--- config.mk ---
export PLATFORM = sky130hd
export DESIGN_NAME = nbi_host
export DESIGN_NICKNAME = d
export VERILOG_FILES = /design/src/nbi_pkg.sv /design/src/nbi_host.sv
export VERILOG_INCLUDE_DIRS = /design/src /design/src/src
export SDC_FILE = /design/constraint.sdc
export NUM_CORES = 1
export LEC_CHECK = 0
export BUFFER_PORTS_ARGS = -buffer_cell sky130_fd_sc_hd__buf_2
export CAP_MARGIN = 20
export CELL_PAD_IN_SITES_DETAIL_PLACEMENT = 1
export CELL_PAD_IN_SITES_GLOBAL_PLACEMENT = 2
export CORE_ASPECT_RATIO = 1.75
export CORE_MARGIN = 1
export CORE_UTILIZATION = 33
export DETAILED_ROUTE_END_ITERATION = 10
export HOLD_SLACK_MARGIN = 0.1
export PLACE_DENSITY = 0.91
export SLEW_MARGIN = 10
export SYNTH_ARGS = -nofsm -noshare
export SYNTH_HDL_FRONTEND = slang
export SYNTH_SLANG_ARGS = --single-unit
--- constraint.sdc ---
create_clock -name clk_sys_i -period 2.65 [get_ports clk_sys_i]
set_clock_uncertainty 0.15 [all_clocks]
set_input_delay 0.1325 -clock clk_sys_i [delete_from_list [all_inputs] [get_ports clk_sys_i]]
set_output_delay 0.1325 -clock clk_sys_i [all_outputs]
set_load 0.02 [all_outputs]
--- src/nbi_regs.svh ---
`ifndef NBI_REGS_SVH
`define NBI_REGS_SVH

// System clock period.
`define NBI_CLK_NS        10

// Strobe phase times, each a least time, so the cycle counts round up.
`define NBI_T_SETUP_NS    10
`define NBI_T_WLOW_NS     15
`define NBI_T_WHIGH_NS    10
// The read low phase also covers the access time plus two synchroniser stages.
`define NBI_T_RLOW_NS     50
`define NBI_T_RHIGH_NS    10
// Delay from the last write edge until the busy line is valid.
`define NBI_T_WB_NS       100

`define NBI_SETUP_CYC  ((`NBI_T_SETUP_NS + `NBI_CLK_NS - 1) / `NBI_CLK_NS)
`define NBI_WLOW_CYC   ((`NBI_T_WLOW_NS + `NBI_CLK_NS - 1) / `NBI_CLK_NS)
`define NBI_WHIGH_CYC  ((`NBI_T_WHIGH_NS + `NBI_CLK_NS - 1) / `NBI_CLK_NS)
`define NBI_RLOW_CYC   ((`NBI_T_RLOW_NS + `NBI_CLK_NS - 1) / `NBI_CLK_NS)
`define NBI_RHIGH_CYC  ((`NBI_T_RHIGH_NS + `NBI_CLK_NS - 1) / `NBI_CLK_NS)
`define NBI_WB_CYC     ((`NBI_T_WB_NS + `NBI_CLK_NS - 1) / `NBI_CLK_NS)

// Array geometry.
`define NBI_PAGE_MAIN_BYTES   2048
`define NBI_PAGE_SPARE_BYTES  64
`define NBI_PAGES_PER_BLOCK   64
`define NBI_BLOCKS            2048
`define NBI_COL_W             12
`define NBI_ROW_W             17
`define NBI_PAGE_W            6
`define NBI_BLOCK_W           11
// Row bit that selects the plane (overall address bit 18).
`define NBI_PLANE_ROW_BIT     6

// Address cycle layout.
`define NBI_ADDR_CYCLES       5
`define NBI_LAST_ADDR_IDX     3'h4
`define NBI_CNT_W             4

`endif

--- src/nbi_pkg.sv ---
package nbi_pkg;

    typedef enum logic [2:0] {
        NBI_KIND_CMD   = 3'h0,
        NBI_KIND_ADDR  = 3'h1,
        NBI_KIND_WDATA = 3'h2,
        NBI_KIND_RDATA = 3'h3,
        NBI_KIND_WAIT  = 3'h4
    } nbi_kind_e;

    typedef enum logic [2:0] {
        NBI_ST_IDLE  = 3'h0,
        NBI_ST_SETUP = 3'h1,
        NBI_ST_WLOW  = 3'h2,
        NBI_ST_WHIGH = 3'h3,
        NBI_ST_RLOW  = 3'h4,
        NBI_ST_RHIGH = 3'h5,
        NBI_ST_WAITB = 3'h6,
        NBI_ST_POLL  = 3'h7
    } nbi_state_e;

    typedef struct packed {
        nbi_state_e  st;
        nbi_kind_e   kind;
        logic [3:0]  cnt;
        logic [2:0]  idx;
        logic [7:0]  wbyte;
        logic [11:0] col;
        logic [16:0] row;
        logic        io_oe_n;
        logic [7:0]  io_out;
        logic        ce_n;
        logic        cle;
        logic        ale;
        logic        we_n;
        logic        re_n;
        logic        wp_n;
        logic        req_ready;
        logic        rsp_valid;
        logic [7:0]  rsp_data;
        logic [7:0]  io_meta;
        logic [7:0]  io_sync;
        logic        rb_meta;
        logic        rb_sync;
    } nbi_state_s;

endpackage : nbi_pkg

--- src/nbi_host.sv ---
`timescale 1ns/10ps
`include "nbi_regs.svh"

module nbi_host (
    input  wire logic                     clk_sys_i,
    input  wire logic                     rst_b_i,
    input  wire logic                     req_valid_i,
    input  wire nbi_pkg::nbi_kind_e       req_kind_i,
    input  wire logic [7:0]               req_byte_i,
    input  wire logic [`NBI_COL_W-1:0]    req_col_i,
    input  wire logic [`NBI_BLOCK_W-1:0]  req_block_i,
    input  wire logic [`NBI_PAGE_W-1:0]   req_page_i,
    input  wire logic                     protect_i,
    output logic                          req_ready_o,
    output logic                          rsp_valid_o,
    output logic [7:0]                    rsp_data_o,
    output logic                          ce_n_o,
    output logic                          cle_o,
    output logic                          ale_o,
    output logic                          we_n_o,
    output logic                          read_strobe_n_o,
    output logic                          wp_n_o,
    output logic [7:0]                    io_o,
    output logic                          io_oe_n_o,
    input  wire logic [7:0]               io_i,
    input  wire logic                     ready_busy_n_i
);

    nbi_pkg::nbi_state_s s;
    nbi_pkg::nbi_state_s next_s;

    // Byte driven in the current write cycle, taken from the address index.
    function automatic logic [7:0] addr_byte(input logic [2:0]  idx,
                                             input logic [11:0] col,
                                             input logic [16:0] row);
        logic [7:0] b;
        b = 8'h00;
        unique case (idx)
            3'h0: b = col[7:0];
            3'h1: b = {4'h0, col[11:8]};
            3'h2: b = row[7:0];
            3'h3: b = row[15:8];
            default: b = {7'h00, row[16]};
        endcase
        return b;
    endfunction : addr_byte

    always_comb
    begin
        next_s = s;
        next_s.rsp_valid = 1'b0;
        // Pins pass two flip-flops; only the second stage is read by logic.
        next_s.io_meta = io_i;
        next_s.io_sync = s.io_meta;
        next_s.rb_meta = ready_busy_n_i;
        next_s.rb_sync = s.rb_meta;
        next_s.wp_n = ~protect_i;
        if (s.cnt != 4'h0)
        begin
            next_s.cnt = s.cnt - 4'h1;
        end
        unique case (s.st)
            nbi_pkg::NBI_ST_IDLE:
            begin
                if (req_valid_i && s.req_ready)
                begin
                    next_s.req_ready = 1'b0;
                    next_s.kind = req_kind_i;
                    next_s.wbyte = req_byte_i;
                    next_s.col = req_col_i;
                    // Block bit zero lands on the plane bit by this packing.
                    next_s.row = {req_block_i, req_page_i};
                    next_s.idx = 3'h0;
                    if (req_kind_i == nbi_pkg::NBI_KIND_WAIT)
                    begin
                        next_s.st = nbi_pkg::NBI_ST_POLL;
                        next_s.cnt = 4'h0;
                    end
                    else
                    begin
                        next_s.st = nbi_pkg::NBI_ST_SETUP;
                        next_s.cnt = 4'(`NBI_SETUP_CYC - 1);
                        next_s.ce_n = 1'b0;
                        next_s.cle = (req_kind_i == nbi_pkg::NBI_KIND_CMD);
                        next_s.ale = (req_kind_i == nbi_pkg::NBI_KIND_ADDR);
                        if (req_kind_i == nbi_pkg::NBI_KIND_RDATA)
                        begin
                            next_s.io_oe_n = 1'b1;
                        end
                        else
                        begin
                            next_s.io_oe_n = 1'b0;
                            // Opcodes pass unchanged; keeping to defined ones is the requester's duty.
                            next_s.io_out = (req_kind_i == nbi_pkg::NBI_KIND_ADDR)
                                ? addr_byte(3'h0, req_col_i, {req_block_i, req_page_i})
                                : req_byte_i;
                        end
                    end
                end
            end
            nbi_pkg::NBI_ST_SETUP:
            begin
                if (s.cnt == 4'h0)
                begin
                    if (s.kind == nbi_pkg::NBI_KIND_RDATA)
                    begin
                        next_s.st = nbi_pkg::NBI_ST_RLOW;
                        next_s.re_n = 1'b0;
                        next_s.cnt = 4'(`NBI_RLOW_CYC - 1);
                    end
                    else
                    begin
                        next_s.st = nbi_pkg::NBI_ST_WLOW;
                        next_s.we_n = 1'b0;
                        next_s.cnt = 4'(`NBI_WLOW_CYC - 1);
                    end
                end
            end
            nbi_pkg::NBI_ST_WLOW:
            begin
                if (s.cnt == 4'h0)
                begin
                    // The device latches on this rising edge.
                    next_s.st = nbi_pkg::NBI_ST_WHIGH;
                    next_s.we_n = 1'b1;
                    next_s.cnt = 4'(`NBI_WHIGH_CYC - 1);
                end
            end
            nbi_pkg::NBI_ST_WHIGH:
            begin
                if (s.cnt == 4'h0)
                begin
                    // Exactly five address cycles; extras would be ignored anyway.
                    if (s.kind == nbi_pkg::NBI_KIND_ADDR && s.idx != `NBI_LAST_ADDR_IDX)
                    begin
                        next_s.idx = s.idx + 3'h1;
                        next_s.io_out = addr_byte(s.idx + 3'h1, s.col, s.row);
                        next_s.st = nbi_pkg::NBI_ST_SETUP;
                        next_s.cnt = 4'(`NBI_SETUP_CYC - 1);
                    end
                    else
                    begin
                        next_s.st = nbi_pkg::NBI_ST_IDLE;
                        next_s.ce_n = 1'b1;
                        next_s.cle = 1'b0;
                        next_s.ale = 1'b0;
                        next_s.io_oe_n = 1'b1;
                        next_s.req_ready = 1'b1;
                        next_s.rsp_valid = 1'b1;
                        next_s.rsp_data = 8'h00;
                    end
                end
            end
            nbi_pkg::NBI_ST_RLOW:
            begin
                if (s.cnt == 4'h0)
                begin
                    // The low phase already absorbs access time and synchroniser delay.
                    next_s.rsp_data = s.io_sync;
                    next_s.re_n = 1'b1;
                    next_s.st = nbi_pkg::NBI_ST_RHIGH;
                    next_s.cnt = 4'(`NBI_RHIGH_CYC - 1);
                end
            end
            nbi_pkg::NBI_ST_RHIGH:
            begin
                if (s.cnt == 4'h0)
                begin
                    next_s.st = nbi_pkg::NBI_ST_IDLE;
                    next_s.ce_n = 1'b1;
                    next_s.req_ready = 1'b1;
                    next_s.rsp_valid = 1'b1;
                end
            end
            nbi_pkg::NBI_ST_POLL:
            begin
                // Give the device its busy delay before trusting the line.
                next_s.st = nbi_pkg::NBI_ST_WAITB;
                next_s.cnt = 4'(`NBI_WB_CYC - 1);
            end
            nbi_pkg::NBI_ST_WAITB:
            begin
                if (s.cnt == 4'h0 && s.rb_sync)
                begin
                    next_s.st = nbi_pkg::NBI_ST_IDLE;
                    next_s.req_ready = 1'b1;
                    next_s.rsp_valid = 1'b1;
                    next_s.rsp_data = 8'h00;
                end
            end
        endcase
    end

    always_ff @(posedge clk_sys_i)
    begin
        if (!rst_b_i)
        begin
            s <= '0;
            s.st <= nbi_pkg::NBI_ST_IDLE;
            s.kind <= nbi_pkg::NBI_KIND_CMD;
            s.io_oe_n <= 1'b1;
            s.ce_n <= 1'b1;
            s.we_n <= 1'b1;
            s.re_n <= 1'b1;
            s.req_ready <= 1'b1;
            s.rb_meta <= 1'b1;
            s.rb_sync <= 1'b1;
        end
        else
        begin
            s <= next_s;
        end
    end

    assign req_ready_o = s.req_ready;
    assign rsp_valid_o = s.rsp_valid;
    assign rsp_data_o = s.rsp_data;
    assign ce_n_o = s.ce_n;
    assign cle_o = s.cle;
    assign ale_o = s.ale;
    assign we_n_o = s.we_n;
    assign read_strobe_n_o = s.re_n;
    assign wp_n_o = s.wp_n;
    assign io_o = s.io_out;
    assign io_oe_n_o = s.io_oe_n;

endmodule : nbi_host

# Word level (Yosys, flattened, before mapping)

Index checks and enable logic that the tools add are counted.

Multiplexer cells: 46
Bitwise gates (word level): 1
Equal/unequal tests: 29
Reductions and logical operators: 25
Add/subtract/negate cells: 2

Operator list:

| operator             | number |
|---|---|
| $mux W62             | 1 |
| $mux W8              | 4 |
| $pmux W8 S4          | 1 |
| $mux W10             | 3 |
| $mux W3              | 10 |
| $ne A2 B2 Y1 const B | 13 |
| $mux W12             | 2 |
| $pmux W3 S8          | 1 |
| $pmux W8 S3          | 1 |
| $pmux W4 S5          | 1 |
| $eq A3 B2 Y1 const B | 6 |
| $pmux W9 S2          | 1 |
| $reduce_and A6 Y1    | 3 |
| $eq A3 B3 Y1 const B | 5 |
| $mux W7              | 2 |
| $eq A3 B1 Y1 const B | 4 |
| $mux W4              | 3 |
| $reduce_and A4 Y1    | 3 |
| $reduce_and A5 Y1    | 2 |
| $logic_not A3 Y1     | 3 |
| $reduce_bool A4 Y1   | 2 |
| $mux W1              | 7 |
| $reduce_and A7 Y1    | 1 |
| $pmux W1 S3          | 2 |
| other kinds (15)     | 22 |

Output and inout bits: 25
Flip-flop bits (word level): 93
Input port bits: 53
Word-level logic and storage cells: 125

# Longest topological paths before layout

Gate-level depths: netlist of the first run.

Word-level depth: 6
Mapped depth: 11

# Least setup slack after synthesis of the first run

Ideal clock, no wire load.

Kind: reg2reg
Start point: register s[83] in the netlist's numbering
End point: register s[83] in the netlist's numbering
Setup slack: 366 ps
Arrival time: 2011 ps
Period minus slack after synthesis: 2284 ps
Setup time: 123 ps
Cell stages (with the launch flop): 12
Path buffers: 1
Data required time: 2377 ps
Cells stage by stage: dfxtp_1 > inv_1 > ha_1 > nor3b_2 > inv_1 > clkbuf_1 > ha_1 > nor2_1 > a221oi_1 > a211oi_1 > a221oi_1 > nor2b_1

Longest elaborated chain between the ends: 5
Elaborated cells on any way between the ends: 10
Classes of those cells: add/sub (1); mux (7); reduce/logical (2)

Ends and longest elaborated chain:

| item                                                | RTL line                       | text |
|---|---|---|
| start, declared                                     | nbi_host.sv:29                 | `nbi_pkg::nbi_state_s s;` |
| start signal, assigned                              | nbi_host.sv:211                | `s <= next_s;` |
| $sub A4 B1 Y4 or $reduce_bool A4 Y1 (tied branches) | nbi_host.sv:60, nbi_host.sv:58 |  |
| $mux W4                                             | nbi_host.sv:58                 | `if (s.cnt != 4'h0)` |
| $mux W7                                             | nbi_host.sv:134                | `` if (s.kind == nbi_pkg::NBI_KIND_ADDR && s.idx != `NBI_LAST_ADDR_IDX) `` |
| $mux W7                                             | nbi_host.sv:131                | `if (s.cnt == 4'h0)` |
| $pmux W4 S5 (*)                                     | nbi_host.sv:62                 | `unique case (s.st)` |

Mark *: on every way between the ends. The rest lies on a longest branch, timed or not. The select of a mux whose other input is x is not followed.
A chain may end at the register's enable or synchronous reset.

# Worst setup path after layout of the first run

Start point: register s[92] in the netlist's numbering
End point: register s, in the netlist cle_o

Longest elaborated chain between the ends: 3
Elaborated cells on any way between the ends: 9
Classes of those cells: eq/ne (5); mux (1); reduce/logical (3)

Ends and longest elaborated chain:

| item                                                         | RTL line |
|---|---|
| $eq A3 B2 Y1 or $logic_not A3 Y1 (tied branches)             | nbi_host.sv:62 |
| $ne A2 B2 Y1 (no line) or $reduce_bool A2 Y1 (tied branches) | -- |
| $reduce_and A5 Y1 (no line)                                  | -- |

Several ways; a longest one is shown, not always the timed one.

==> results by group, run 1 <==
Run status
  • Status: finished with violations
  • Failing checks: DRC

Placed design
  • DPL Wire Length: 8.40 mm
  • Pre-CTS WS: 0.175 ns
  • Gpl congestion: 0.844
  • Post-DP Area: 4370 µm²
  • PortBufs: 77

Cells and area
  • Area Overhead vs Synth: 29.9%
  • Final net count: 612
  • Layout cells sized above 1: 0.201
  • Final Cell Area: 5140 µm²
  • Commonest non-fill, non-tap cell in the layout: nand2_1
  • N_diodes: 0
  • Most frequent cells in the layout: nand2_1 (104), dfxtp_1 (85), buf_2 (77), dlygate4sd3_1 (46), a21boi_0 (33)
  • Util after Layout: 0.441

Timing
  • Worst Setup Slack, final: 0.330 ns
  • Period minus WS final: 2.32 ns
  • Setup tns final: 0 ns
  • Max Transition Viols Final: 0
  • F_max: 0.431 GHz
  • Unrepaired setup endpoints after global routing: false
  • Worst rel slew slack: 0.595
  • Final Hold Fails: 0
  • # setup viols final: 0
  • Fin crit share: 0.875
  • Slew at the pin closest to its max-slew limit: 0.608 ns

Clock tree
  • H-Tree Depth: 3
  • Max Buffers Root-to-Sink: 2
  • Clk slew on worst S/H paths: 0.07 ns
  • Root Driver: clkbuf_16
  • Post-CTS Setup Inserts: 0
  • CTS buffer count: 9
  • CTS tree: done
  • Skew-Pair Late Insertion Delay: 0.35 ns
  • Clock sinks: 85

Setup path
  • Crit-path max FO: 13
  • Worst setup SP type: flop
  • CP endpoint kind: flop
  • Crit Path Class: flop to flop
  • CP required: 2.77 ns
  • CP Data Arrival Time: 2.44 ns

Routing
  • Wl on met1: 4.22 mm
  • Vias: 3606
  • DR WL/cell: 17.3 µm
  • Met3 wire length: 293 µm
  • Initial DRT Pass Iterations: 10
  • Total wire length: 12.0 mm
  • Highest metal used: met4
  • DR iter-0 viols: 161
  • Routed vias/inst: 5.21
  • Post-route DRC: 2
  • Met2 wire length: 7.04 mm
  • Antenna Violating Nets Remaining: 0

Floorplan
  • Die Area: 12400 µm²
  • Initial Util: 0.340
  • CORE AREA: 11600 µm²
  • Row count: 52
  • Die Span Y: 147 µm
  • I/O pins: 78
  • Die W: 84.8 µm

Power and ir drop
  • P per Cell Area: 819 nW/µm²
  • Worst vdd ir: 0.326 mV
  • Pwr Total: 0.00421 W
  • Leak Pwr: 2.15 nW

GRT
  • Gr ovfl total: 0
  • Global-route wire length before repair: 19.4 mm
  • Largest net degree at the start of global routing: 52
  • Global Route Usage Sum: 0.202
  • Initial antenna violation count: 0
  • Vias in the first global route: 3868

Hold path
  • Tightest Hold Check Type: input pin to flop

Synthesis
  • Post-synthesis compound-gate area fraction: 0.184
  • Post-Synthesis Cells: 453
  • YS warnings: 0
  • Largest family of logic cells by synthesized area: simple AND/OR/NAND/NOR gates
  • Post-Synth Simple-Gate Area: 0.229
  • Async set or reset register ratio after synthesis: 0
  • Syn Nets: 513
  • Mapped Area: 3960 µm²
  • Synth Area per Inst: 8.73 µm²
  • Post-Synth XOR/XNOR Area: 0.00221
  • Register bit total from synthesis: 85
  • Post-synthesis mux area share: 0.0633
  • Post-Synth Adder-Cell Area: 0.0221
  • Top_reg_cell synth: dfxtp_1
  • Sequential area share after synthesis: 0.430
  • Post-synth EDFFs: 0
  • Library cells used by synthesis: 52

Flow run
  • Max-Cap Viols: 0
layer usage:
metal | vias to the layer above | GRT usage
met4 | 0 | 0.102
met1 | 1744 | 0.191
met2 | 76 | 0.404
li1 | 1758 | -
met3 | 28 | 0.0365
met5 | - | 0
critical path: stages, from the launching register on:
cell and delay (ns):
dfxtp_1 0.63, buf_4 0.28, nand3b_1 0.24, nand3_1 0.20, or4b_1 0.56, a21boi_1 0.18
synthesized netlist by cell type, drive strengths merged, types with 2 or more instances:
library cell / n / area, µm²
a21oi: 8 / 40.0
a32oi: 4 / 42.6
o22ai: 8 / 50.1
clkbuf: 24 / 90.1
dfxtp: 85 / 1700
a211oi: 2 / 15.0
a222oi: 4 / 40.0
a22oi: 8 / 60.1
a21boi: 35 / 263
nand2b: 7 / 43.8
nor2b: 10 / 62.6
ha: 7 / 87.6
o211ai: 3 / 22.5
nor2: 10 / 37.5
inv: 7 / 26.3
o21ai: 6 / 30.0
nand3b: 6 / 45.0
and3b: 3 / 26.3
mux2i: 25 / 250
a31oi: 2 / 12.5
nand3: 9 / 45.0
and2: 20 / 125
nor3b: 5 / 42.5
o311a: 4 / 40.0
o221ai: 2 / 17.5
nand2: 104 / 390
buf: 23 / 154
a221oi: 4 / 35.0
layout make-up:
cell class	instances	area, µm²
sequential	85	1700
clock buffer	9	225
inverter	7	26.3
timing repair buffer	135	948
tap	135	169
multi-input combinational	314	1990
fill	1369	6510
clock inverter	7	73.8
final timing paths:
check	start	to	slack, ns	depth (start not counted)
worst max-delay path	s[92]	cle_o	0.33	5
worst min-delay path	rst_b_i	io_oe_n_o	0.1	2
worst max register to register	s[92]	cle_o	0.33	5
worst min register to register	s[4]	rsp_data_o[2]	0.29	2
per-stage QoR:
step | hold WS [ns] | std cells
after global placement | 0.138 | 630
after global routing | 0.140 | 692
after floorplan | 0.0541 | 453
after CTS | 0.107 | 692
after detailed placement | 0.143 | 630
final | 0.0986 | 692
registers in the layout, summed over array words and instances, names as in the netlist, 8 cells and up:
register	cells
next_s	9
rsp_data_o	8
io_o	8
s	51
repair_timing:
action	in CTS	in global routing
hold buffers	46	0
endpoints found under the hold margin	47	0
gates resized for setup	0	1
endpoints found under the setup margin	0	2
kinds of logic after synthesis:
logic type / Yosys count
AOI/OAI and AO/OA: 97
xor gates and xnor gates: 1
adders and majority gates: 7
buffers and inverters: 54
DFF: 85
muxes: 25
and+or+nand+nor: 184
report_power, final:
group | internal, W | switching, W | total, W | leakage, nW
Sequential | 0.00145 | 0.000142 | 0.00160 | 0.696
Combinational | 0.000546 | 0.000800 | 0.00135 | 1.31
Clock | 0.000667 | 0.000597 | 0.00126 | 0.147
No activity file was read; power rests on OpenSTA's default activity.
==> inputs of run 2 (changes only) <==
--- a/config.mk
+++ b/config.mk
@@ -7,11 +7,10 @@
 export NUM_CORES = 1
 export LEC_CHECK = 0
 export BUFFER_PORTS_ARGS = -buffer_cell sky130_fd_sc_hd__buf_2
-export CAP_MARGIN = 20
 export CELL_PAD_IN_SITES_DETAIL_PLACEMENT = 1
 export CELL_PAD_IN_SITES_GLOBAL_PLACEMENT = 2
 export CORE_ASPECT_RATIO = 1.75
-export CORE_MARGIN = 1
+export CORE_MARGIN = 2
 export CORE_UTILIZATION = 33
 export DETAILED_ROUTE_END_ITERATION = 10
 export HOLD_SLACK_MARGIN = 0.1
==> run 2 against run 1 <==
The run now ends clean. Count of clock-buffer cells in the layout did not move. First-iteration DRC count rose by 32%. Register-to-register slack got worse by 0.02 ns. Sequential share of layout area rose by 0.073 points. Total power fell by 1.4%. Final area fell by 0.22%. Via count fell by 1.4%. Highest routed layer unchanged.
==> results by group, run 2 (synthesis gave the netlist of run 1 again) <==
Run status
  • Status: completed

Timing
  • F_max: 0.428 GHz (-0.83%)
  • Worst Setup Slack, final: 0.311 ns (-0.0194 ns)
  • Slew at the pin closest to its max-slew limit: 0.587 ns (-0.0212 ns)
  • Period minus WS final: 2.34 ns (+0.0194 ns)
  • Setup tns final: 0 ns (unchanged)
  • Hold Slack: 0.107 ns (+0.00881 ns)
  • Final Hold Fails: 0 (unchanged)
  • Worst rel slew slack: 0.607 (+0.0127)
  • # setup viols final: 0 (unchanged)
  • Max Transition Viols Final: 0 (unchanged)
  • Unrepaired setup endpoints after global routing: false
  • Fin crit share: 0.883 (+0.00732)

Setup path
  • Cells along the critical path: inv_1, ha_1, nor3b_2, inv_1, ha_1, nor2_1, a221oi_1, a211oi_1, a221oi_1, nor2b_1
  • Reg2Reg Launch Point: s[83]
  • Crit Path Class: flop to flop
  • Crit Reg-Reg Endpoint: s[83]
  • CP Data Arrival Time: 2.42 ns (-0.02 ns)
  • Worst path slowest cell: ha_1
  • Crit-path max FO: 7 (-6)
  • CP peak stage delay: 0.34 ns (-0.29 ns)
  • Reg2reg path depth: 10 (+5)
  • Setup crit start: s[83]
  • CP endpoint kind: flop
  • End of the critical path: s[83]
  • CP required: 2.73 ns (-0.04 ns)
  • Worst setup SP type: flop
  • Reg2Reg Setup Slack: 0.31 ns (-0.02 ns)

Floorplan
  • CORE AREA: 11600 µm² (unchanged)
  • Initial Util: 0.340 (unchanged)
  • Die Area: 12900 µm² (+3.8%)
  • I/O pins: 78 (unchanged)
  • Die Span Y: 149 µm (+1.4%)
  • Row count: 52 (unchanged)
  • Die W: 86.8 µm (+2.4%)

Cells and area
  • Most frequent cells in the layout: nand2_1 (104), dfxtp_1 (85), buf_2 (77), dlygate4sd3_1 (46), a21boi_0 (33)
  • N_diodes: 0 (unchanged)
  • Area Overhead vs Synth: 29.6%
  • Final Cell Area: 5130 µm² (-0.22%)
  • Reg with most FFs: s
  • Final std cells w/o fill: 691 (-0.14%)
  • Final net count: 611 (-0.16%)
  • Layout cells sized above 1: 0.198 (-0.00324)
  • Max reg flops: 51 (unchanged)
  • Commonest non-fill, non-tap cell in the layout: nand2_1

Routing
  • Vias: 3557 (-1.4%)
  • Post-route DRC: 0 (-2)
  • Total wire length: 11.6 mm (-3.2%)
  • DR WL/cell: 16.8 µm (-3.1%)
  • DR iter-0 viols: 213 (+32%)
  • Antenna Violating Nets Remaining: 0 (unchanged)
  • Routed vias/inst: 5.15 (-1.2%)
  • Initial DRT Pass Iterations: 4 (-6)

Placed design
  • Pre-CTS WS: 0.310 ns (+0.135 ns)
  • Gpl congestion: 0.830 (-1.7%)
  • Cell total after placement: 629 (-0.16%)
  • PortBufs: 77 (unchanged)
  • DPL Wire Length: 8.26 mm (-1.6%)
  • Post-DP Area: 4370 µm² (-0.17%)

GRT
  • Gr ovfl total: 0 (unchanged)
  • Global Route Usage Sum: 0.192 (-0.0103)
  • Global-route wire length before repair: 19.2 mm (-1.0%)
  • Vias in the first global route: 3829 (-1.0%)
  • Largest net degree at the start of global routing: 52 (unchanged)
  • Initial antenna violation count: 0 (unchanged)

Clock tree
  • Post-CTS Setup Inserts: 0 (unchanged)
  • CTS tree: done
  • Root Driver: clkbuf_16
  • Clock sinks: 85 (unchanged)
  • Max Buffers Root-to-Sink: 2 (unchanged)
  • Skew-Pair Late Insertion Delay: 0.35 ns (about the same)
  • H-Tree Depth: 3 (unchanged)
  • CTS buffer count: 9 (unchanged)
  • Clk slew on worst S/H paths: 0.06 ns (about the same)

Power and ir drop
  • Leak Pwr: 2.15 nW (-0.34%)
  • Worst vdd ir: 0.370 mV (+13%)
  • P per Cell Area: 809 nW/µm² (-1.2%)

Flow run
  • Max-Cap Viols: 0 (unchanged)

Hold path
  • Tightest Hold Check Type: input pin to flop
[run 2: changes by cell type in the layout (fill, tap and decap cells not counted)]
| cell | before | now |
|---|---|---|
| buf_4 | 11 | 10 |
| inv_8 | 2 | 3 |
| o22ai_1 | 7 | 8 |
| o22ai_2 | 1 | 0 |
| inv_6 | 2 | 1 |
[run 2: how the worst min path moves through the flow]
| stage | start | to | slack, ns | cells after the start |
|---|---|---|---|---|
| after floorplan | protect_i | wp_n_o | 0.05 | 1 |
| after global placement | protect_i | wp_n_o | 0.14 | 2 |
| after detailed placement | protect_i | wp_n_o | 0.14 | 2 |
| after CTS | rst_b_i | next_s[0] | 0.12 | 2 |
| after global routing | req_valid_i | io_oe_n_o | 0.16 | 4 |
| final | rst_b_i | next_s[0] | 0.11 | 2 |
[run 2: critical path, delay by kind of cell (launching register included)]
family          cells  cell delay [ns]
compound gates      3             0.63
fa+ha+maj           2             0.54
simple gates        3             0.34
flops               1             0.33
buf+inv             2             0.23
[run 2: cell type report]
| type | count | area, µm² |
|---|---|---|
| Sequential cell | 85 | 1700 |
| Tap cell | 135 | 169 |
| Clock buffer | 9 | 225 |
| Clock inverter | 7 | 76.3 |
| Inverter | 7 | 26.3 |
| Multi-Input combinational cell | 314 | 1990 |
| Fill cell | 1397 | 6520 |
| Timing Repair Buffer | 134 | 941 |
[run 2: power breakdown]
part | leakage, nW | total [W] | switching [W] | internal (W)
Combinational | 1.30 | 0.00128 | 0.000762 | 0.000523
Clock | 0.149 | 0.00125 | 0.000584 | 0.000669
Sequential | 0.696 | 0.00161 | 0.000154 | 0.00145
[run 2: routing by layer]
layer,vias to the layer above,part of all wire,GRT usage
met5,-,0,0
met4,0,0.040,0.105
met3,29,0.025,0.0277
met2,77,0.58,0.368
met1,1696,0.36,0.191
li1,1755,-,-
[run 2: timing repair]
item | CTS | global route
hold endpoints to repair | 47 | 0
gates resized for setup | 0 | 0
hold buffers | 46 | 0
[run 2: per-stage QoR]
stage | total power [W] | util
final | 0.00415 | 0.440
after floorplan | 0.00247 | -
after detailed placement | 0.00287 | 0.375
after global placement | 0.00281 | 0.375
after global routing | 0.00442 | 0.440
after CTS | 0.00419 | 0.440
